**src/rpr_consts.svh**
```systemverilog
// Constants for the registered memory read path
`ifndef RPR_CONSTS_SVH
`define RPR_CONSTS_SVH
`define RPR_ADDR_W     9
`define RPR_DATA_W     8
`define RPR_DEPTH      512
`define RPR_BLANK_WORD 8'h00
`endif

```
**src/rpr_pkg.sv**
```systemverilog
// Types for the registered memory read path
`include "rpr_consts.svh"
package rpr_pkg;
   typedef logic [`RPR_ADDR_W-1:0] rpr_addr_t;
   typedef logic [`RPR_DATA_W-1:0] rpr_word_t;
   // Three-state output group: value plus low-active enable
   typedef struct packed {
      rpr_word_t data;
      logic      oe_n;
   } rpr_out_t;
   typedef enum logic {RPR_OFF, RPR_ON} rpr_en_state_t;
endpackage

```
**src/rpr_sync2.sv**
```systemverilog
// Two flip-flop synchroniser for one pin level
`timescale 1ns/100ps
`default_nettype none
module rpr_sync2 #(
   parameter logic RST_VAL = 1'b0
) (
   input  wire logic clk_sys,
   input  wire logic sys_rst,
   input  wire logic clk_en,
   input  wire logic d,
   output logic      q
);
   logic meta;
   logic next_meta;
   logic next_q;

   // Stage shift; first stage feeds only the second
   always_comb begin
      next_meta = clk_en ? d : meta;
      next_q    = clk_en ? meta : q;
   end

   always_ff @(posedge clk_sys or posedge sys_rst) begin
      if (sys_rst) begin
         meta <= RST_VAL;
         q    <= RST_VAL;
      end else begin
         meta <= next_meta;
         q    <= next_q;
      end
   end
endmodule // rpr_sync2
`default_nettype wire

```
**src/rpr_fuse_array.sv**
```systemverilog
// Fuse array: 512 by 8 contents and the extra preset word
`timescale 1ns/100ps
`default_nettype none
`include "rpr_consts.svh"
module rpr_fuse_array
   import rpr_pkg::*;
#(
   parameter logic [`RPR_DEPTH*`RPR_DATA_W-1:0] CONTENTS    = '0,
   parameter rpr_word_t                         PRESET_WORD = `RPR_BLANK_WORD
) (
   input  wire rpr_addr_t addr,
   input  wire logic      preset_sel_n,
   output rpr_word_t      word
);
   // Constant table; blank parts read all low
   rpr_word_t table_mem [`RPR_DEPTH];
   always_comb begin
      for (int i = 0; i < `RPR_DEPTH; i++) begin
         table_mem[i] = CONTENTS[i*`RPR_DATA_W +: `RPR_DATA_W];
      end
   end

   // Preset word wins over the addressed word
   always_comb begin
      word = preset_sel_n ? table_mem[addr] : PRESET_WORD;
   end
endmodule // rpr_fuse_array
`default_nettype wire

```
**src/registered_prom_read_path.sv**
```systemverilog
// Registered memory read path with sync and async output enables
//
// Contract
// - 512 words of 8 bits, 9-bit address
// - Sync enable high at edge: outputs off
// - Async enable high: outputs always off
// - Drive only when both enables low
// - Sync enable flop starts disabled
// - Addressed word feeds the master stage
// - Rising edge moves word to outputs
// - Output word holds until next edge
// - Extra programmable word, low-select pin
// - Preset select loads on next edge
// - Unprogrammed preset word is all zeros
// - Unprogrammed device reads all low
// - Programmed bits never return low
`timescale 1ns/100ps
`default_nettype none
`include "rpr_consts.svh"
module registered_prom_read_path
   import rpr_pkg::*;
#(
   parameter logic [`RPR_DEPTH*`RPR_DATA_W-1:0] CONTENTS    = '0,
   parameter rpr_word_t                         PRESET_WORD = `RPR_BLANK_WORD
) (
   input  wire logic      clk_sys,
   input  wire logic      sys_rst,
   input  wire logic      clk_en,
   input  wire rpr_addr_t word_address,
   input  wire logic      sync_output_enable_n,
   input  wire logic      async_output_enable_n,
   input  wire logic      preset_sel_n,
   output rpr_out_t       data_out
);
   rpr_addr_t     addr_s;
   logic          sync_en_n_s;
   logic          async_en_n_s;
   logic          preset_n_s;
   rpr_word_t     master_word;
   rpr_word_t     slave_word;
   rpr_word_t     next_slave_word;
   rpr_en_state_t en_state;
   rpr_en_state_t next_en_state;

   // Pin inputs pass two flops before use
   for (genvar b = 0; b < `RPR_ADDR_W; b++) begin : g_addr_sync
      rpr_sync2 #(.RST_VAL(1'b0)) u_sync (
         .clk_sys (clk_sys),
         .sys_rst (sys_rst),
         .clk_en  (clk_en),
         .d       (word_address[b]),
         .q       (addr_s[b])
      );
   end

   rpr_sync2 #(.RST_VAL(1'b1)) u_sync_gs (
      .clk_sys (clk_sys),
      .sys_rst (sys_rst),
      .clk_en  (clk_en),
      .d       (sync_output_enable_n),
      .q       (sync_en_n_s)
   );

   // Async enable resets high so outputs start off
   rpr_sync2 #(.RST_VAL(1'b1)) u_sync_g (
      .clk_sys (clk_sys),
      .sys_rst (sys_rst),
      .clk_en  (clk_en),
      .d       (async_output_enable_n),
      .q       (async_en_n_s)
   );

   rpr_sync2 #(.RST_VAL(1'b1)) u_sync_ps (
      .clk_sys (clk_sys),
      .sys_rst (sys_rst),
      .clk_en  (clk_en),
      .d       (preset_sel_n),
      .q       (preset_n_s)
   );

   // Array lookup is the master stage
   rpr_fuse_array #(
      .CONTENTS    (CONTENTS),
      .PRESET_WORD (PRESET_WORD)
   ) u_array (
      .addr         (addr_s),
      .preset_sel_n (preset_n_s),
      .word         (master_word)
   );

   // Slave and enable flop load only on an enabled edge
   always_comb begin
      next_slave_word = slave_word;
      next_en_state   = en_state;
      if (clk_en) begin
         next_slave_word = master_word;
         case (sync_en_n_s)
            1'b1:    next_en_state = RPR_OFF;
            1'b0:    next_en_state = RPR_ON;
            default: next_en_state = RPR_OFF;
         endcase
      end
   end

   // Reset stands in for power-up; register stays blank
   always_ff @(posedge clk_sys or posedge sys_rst) begin
      if (sys_rst) begin
         slave_word <= `RPR_BLANK_WORD;
         en_state   <= RPR_OFF;
      end else begin
         slave_word <= next_slave_word;
         en_state   <= next_en_state;
      end
   end

   // Async enable gates without waiting for an edge of the sync path
   always_comb begin
      data_out.data = slave_word;
      data_out.oe_n = !((en_state == RPR_ON) && !async_en_n_s);
   end

   // Array is a constant parameter, so no bit can change: hold by build

   a_off_sync_a: assert property (@(posedge clk_sys) disable iff (sys_rst)
      (clk_en && sync_en_n_s) |=> data_out.oe_n)
      else $error("sync enable high did not turn outputs off");

   a_off_async_a: assert property (@(posedge clk_sys) disable iff (sys_rst)
      async_en_n_s |-> data_out.oe_n)
      else $error("async enable high but outputs driven");

   drive_cond_a: assert property (@(posedge clk_sys) disable iff (sys_rst)
      (clk_en && !sync_en_n_s) ##1 !async_en_n_s |-> !data_out.oe_n)
      else $error("outputs not driven with both enables low");

   word_load_a: assert property (@(posedge clk_sys) disable iff (sys_rst)
      clk_en |=> data_out.data == $past(master_word))
      else $error("output word not loaded from master stage");

   word_hold_a: assert property (@(posedge clk_sys) disable iff (sys_rst)
      !clk_en |=> $stable(data_out.data) && $stable(en_state))
      else $error("output word changed without an enabled edge");

   preset_load_a: assert property (@(posedge clk_sys) disable iff (sys_rst)
      (clk_en && !preset_n_s) |=> data_out.data == PRESET_WORD)
      else $error("preset word not loaded on edge");

   addr_load_a: assert property (@(posedge clk_sys) disable iff (sys_rst)
      (clk_en && preset_n_s) |=>
         data_out.data == CONTENTS[$past(addr_s)*`RPR_DATA_W +: `RPR_DATA_W])
      else $error("addressed word not loaded on edge");

   start_off_a: assert property (@(posedge clk_sys)
      $fell(sys_rst) |-> data_out.oe_n)
      else $error("outputs driven right after reset");

   // Pipeline timing, counted in enabled edges:
   //   edge 1 - pin levels enter the first synchroniser stage
   //   edge 2 - second stage feeds the array and the enable flop
   //   edge 3 - output register and enable flop load
   // The async enable reaches the output gate after edge 2, one edge
   // ahead of the sync enable, so it can still cut a word in flight.
   // A frozen clock enable stretches every stage alike, so the synchroniser
   // checks below count clock cycles but only fire on back-to-back enabled edges.

   // Address bits reach the array two enabled edges after the pins
   addr_sync_a: assert property (@(posedge clk_sys) disable iff (sys_rst)
      (clk_en ##1 clk_en) |=>
         (addr_s == $past(word_address, 2)))
      else $error("address synchroniser lost a bit");

   // Sync enable pin reaches the enable flop input
   gs_sync_a: assert property (@(posedge clk_sys) disable iff (sys_rst)
      (clk_en ##1 clk_en) |=>
         (sync_en_n_s == $past(sync_output_enable_n, 2)))
      else $error("sync enable synchroniser lost its level");

   // Async enable pin reaches the output gate
   g_sync_a: assert property (@(posedge clk_sys) disable iff (sys_rst)
      (clk_en ##1 clk_en) |=>
         (async_en_n_s == $past(async_output_enable_n, 2)))
      else $error("async enable synchroniser lost its level");

   // Preset select reaches the array mux
   ps_sync_a: assert property (@(posedge clk_sys) disable iff (sys_rst)
      (clk_en ##1 clk_en) |=>
         (preset_n_s == $past(preset_sel_n, 2)))
      else $error("preset select synchroniser lost its level");

   // Enable flop turns on after a low sync enable
   en_on_a: assert property (@(posedge clk_sys) disable iff (sys_rst)
      (clk_en && !sync_en_n_s) |=>
         (en_state == RPR_ON))
      else $error("enable flop did not turn on");

   // Enable flop turns off after a high sync enable
   en_off_a: assert property (@(posedge clk_sys) disable iff (sys_rst)
      (clk_en && sync_en_n_s) |=>
         (en_state == RPR_OFF))
      else $error("enable flop did not turn off");

   // Outputs driven only with both enables active
   drive_only_a: assert property (@(posedge clk_sys) disable iff (sys_rst)
      !data_out.oe_n |->
         ((en_state == RPR_ON) && !async_en_n_s))
      else $error("outputs driven without both enables");

   // Low preset select puts the extra word on the master stage
   master_preset_a: assert property (@(posedge clk_sys) disable iff (sys_rst)
      !preset_n_s |->
         (master_word == PRESET_WORD))
      else $error("extra word not selected");

   // High preset select passes the addressed array word
   master_addr_a: assert property (@(posedge clk_sys) disable iff (sys_rst)
      preset_n_s |->
         (master_word == CONTENTS[addr_s*`RPR_DATA_W +: `RPR_DATA_W]))
      else $error("master stage does not hold the addressed word");

   // Synchronisers hold while the clock enable is low
   sync_hold_a: assert property (@(posedge clk_sys) disable iff (sys_rst)
      !clk_en |=>
         ($stable(addr_s) && $stable(sync_en_n_s) && $stable(async_en_n_s)
          && $stable(preset_n_s)))
      else $error("synchroniser moved while frozen");

   // Output register comes out of reset blank
   reset_word_a: assert property (@(posedge clk_sys)
      $fell(sys_rst) |->
         (data_out.data == `RPR_BLANK_WORD))
      else $error("output word not blank after reset");

   // All enables come out of reset in the off state
   reset_sync_a: assert property (@(posedge clk_sys)
      $fell(sys_rst) |->
         (sync_en_n_s && async_en_n_s && preset_n_s && (en_state == RPR_OFF)))
      else $error("enable path not off after reset");

   // A driven word is the one addressed one edge before
   drive_word_a: assert property (@(posedge clk_sys) disable iff (sys_rst)
      (clk_en && !sync_en_n_s && preset_n_s) ##1 !async_en_n_s |->
         (data_out.data == CONTENTS[$past(addr_s)*`RPR_DATA_W +: `RPR_DATA_W]))
      else $error("driven word is not the addressed word");

   // Output enable holds while frozen and the async gate is still
   oe_hold_a: assert property (@(posedge clk_sys) disable iff (sys_rst)
      !clk_en ##1 $stable(async_en_n_s) |->
         $stable(data_out.oe_n))
      else $error("output enable moved while frozen");
endmodule // registered_prom_read_path
`default_nettype wire

```
**config.mk**
```make
export PLATFORM = sky130hd
export DESIGN_NAME = registered_prom_read_path
export DESIGN_NICKNAME = d
export VERILOG_FILES = /design/src/rpr_pkg.sv /design/src/rpr_sync2.sv /design/src/rpr_fuse_array.sv /design/src/registered_prom_read_path.sv
export VERILOG_INCLUDE_DIRS = /design/src
export SDC_FILE = /design/constraint.sdc
export NUM_CORES = 1
export LEC_CHECK = 0
export BUFFER_PORTS_ARGS = -buffer_cell sky130_fd_sc_hd__buf_2
export CORE_AREA = 2 2 39 41
export CTS_CLUSTER_DIAMETER = 150
export DETAILED_ROUTE_END_ITERATION = 8
export DIE_AREA = 0 0 41 43
export PLACE_DENSITY_LB_ADDON = 0.15
export SYNTH_ARGS = -nofsm -noshare
export SYNTH_HDL_FRONTEND = slang
export SYNTH_SLANG_ARGS = --single-unit
```
**constraint.sdc**
```tcl
create_clock -name clk_sys -period 0.8 [get_ports clk_sys]
set_clock_uncertainty 0.05 [all_clocks]
set_input_delay 0.16 -clock clk_sys [delete_from_list [all_inputs] [get_ports clk_sys]]
set_output_delay 0.16 -clock clk_sys [all_outputs]
set_load 0.05 [all_outputs]
```
==> qor.yml <==
detail_route.wl_per_cell_um: 7.09
vias: 143
status: "complete, but fails checks"
grt.total_usage_pct: 4.85
rows: 14
rsz0062_at_grt: "yes"
numCtsBuffers: 3
finalCritPeriodShare_pct: 153
detail_route.vias_per_cell: 3.04
hold_viol: 0
diodes: 0
coreArea_um2: 1380
cts_tree: "built"
syn-cell-area_um2: 258
gp_congestion: 0.565
syn_to_final_growth_pct: 25.2
startpoint: "u_sync_g.q"
finalMaxSlewViolations: 0
cp_top_family: "flip-flops"
clock_latency_ns: 0.24
io_buffers: 5
endpoint_kind: "output pin"
grt_overflow: 0
grt_pass1_wl_um: 434
die_area_um2: 1760
drt_iter0_drc: 0
pre_cts_ws_ns: -0.276
io_pins: 24
worstReg2RegStart: "u_sync_g.q"
power_density_nw_per_um2: 2550
drc: 0
yosysWarnings: 0
grt_max_degree: 7
worstPathArrival_ns: 1.01
fin_crit_ns: 1.22
root_buffer: "clkbuf_4"
cts_setup_buffers: 0
synth_top_family_by_area: "buffers and inverters"
synth_xor_area_share_pct: 0
synth.area.top_cells: "dfstp_2, buf_4, mux2_2"
drive_above_1_share_pct: 54.8
synth-simple-area-share_pct: 3.88
netlist.area_leader.share_pct: 40.8
antenna_found_initial: 0
yosysSeqAreaShare_pct: 50.5
yosysTopAreaCell: "dfstp_2"
slowest_stage: "dfstp_2"
grt_pass1_vias: 107
whs_ns: 0.105
worstPathRequired_ns: 0.59
muxShareOfSynthArea_pct: 17.5
syn_avg_cell_area_um2: 11.7
wl_um: 333
path_class: "flip-flop to output pin"
hpwlAfterDp_um: 286
worstSetupStartpointType: "flip-flop"
slowest_delay_ns: 0.52
holdCritStartpoint: "async_output_enable_n"
clockBufferDepth: 2
drt_first_pass_iters: 1
fp.dieH_um: 43
hold_path.class: "input port to flip-flop"
worst_slack_ns: -0.425
die_w_um: 41
crit_path_max_fanout: 2
synth-seq-cells: 5
violations: "setup timing"
clock.fmax_ghz: 0.816
cp_cell_sequence: "nand2b_4 -> buf_8"
clk_pin_slew_ns: 0.04
cts_num_sinks: 5
final_core_utilization_pct: 23.3
ant_nets: 0
design_area_um2: 323
ys_types: 9
start_util_pct: 18.6
synth_compound_area_share_pct: 1.94
worstPathBufferInverterCount: 1
p_leak_uw: 0.000154
drv_cap: 0
synth_fa_ha_area_share_pct: 0
postPlaceCellArea_um2: 277
htree_num_levels: 1
vdd_drop_max_mv: 0.859
setup_viol: 1
synth_cells: 22
final_nets: 47
==> metrics by stage <==
step,setup TNS (ns),total power [uW],instances
floorplan,-0.112,519,29
global placement,-0.264,514,42
detailed placement,-0.276,519,42
CTS,-0.437,837,47
global route,-0.461,878,47
finish,-0.425,824,47
==> worst paths after layout <==
check	endpoint	slack [ns]	cells after the start
setup reg to reg	u_sync_g.q	0.03	1
setup / recovery	data_out[0]	-0.42	2
min in group asynchronous	en_state	0.30	3
hold / removal	u_sync_g.meta	0.11	2
max in group asynchronous	u_sync_gs.meta	0.16	3
hold reg to reg	en_state	0.47	1
==> state kept, by name, indices dropped and copies added (netlist names) <==
register / cells
en_state: 1
u_sync_g.meta: 1
u_sync_g.q: 1
u_sync_gs.meta: 1
u_sync_gs.q: 1
==> Yosys cell counts, drive strengths merged <==
master,n
dfrtp,1
conb,1
inv,1
nor2,1
mux2,4
buf,8
a21oi,1
dfstp,4
nand2b,1
==> kinds of logic after synthesis <==
kind of cell,Yosys count
AO/OA/AOI/OAI,1
flip-flops,5
multiplexers,4
other,1
buffers and inverters,9
AND/OR/NAND/NOR,2
==> cell type report <==
cell class                 instances  area, um^2
sequential                         5         130
tap                               16        20.0
fill                             160        1060
clock buffer                       4        26.3
timing repair buffer               6        45.0
inverter                           1        3.75
multi-input combinational         15        97.6
==> where the power goes <==
group	total (uW)	leakage, uW	internal, uW	switching (uW)
sequential	325	0.0000531	305	19.6
combinational	213	0.0000860	71.2	142
clock	286	0.0000150	188	97.4
==> layout by cell type, fill, tap and decap left out, drive strengths merged, types with 4 or more instances in the layout <==
cell type and count:
conb 8, clkbuf 4, dfstp 4, mux2 4, buf 5
==> per-layer routing <==
layer / up-vias / wire length, um / GRT usage (%)
met5: - / 0 / 0
met4: 0 / 0 / 4.00
met3: 0 / 53 / 7.85
met2: 8 / 154 / 4.06
met1: 63 / 126 / 4.61
li1: 72 / - / -
==> what timing repair did <==
action                                  in CTS  in global routing
gates resized for setup                      3                  0
hold buffers                                 1                  0
hold endpoints to repair                     5                  0
endpoints found under the setup margin       1                  1
(Power assumes the default switching activity.)
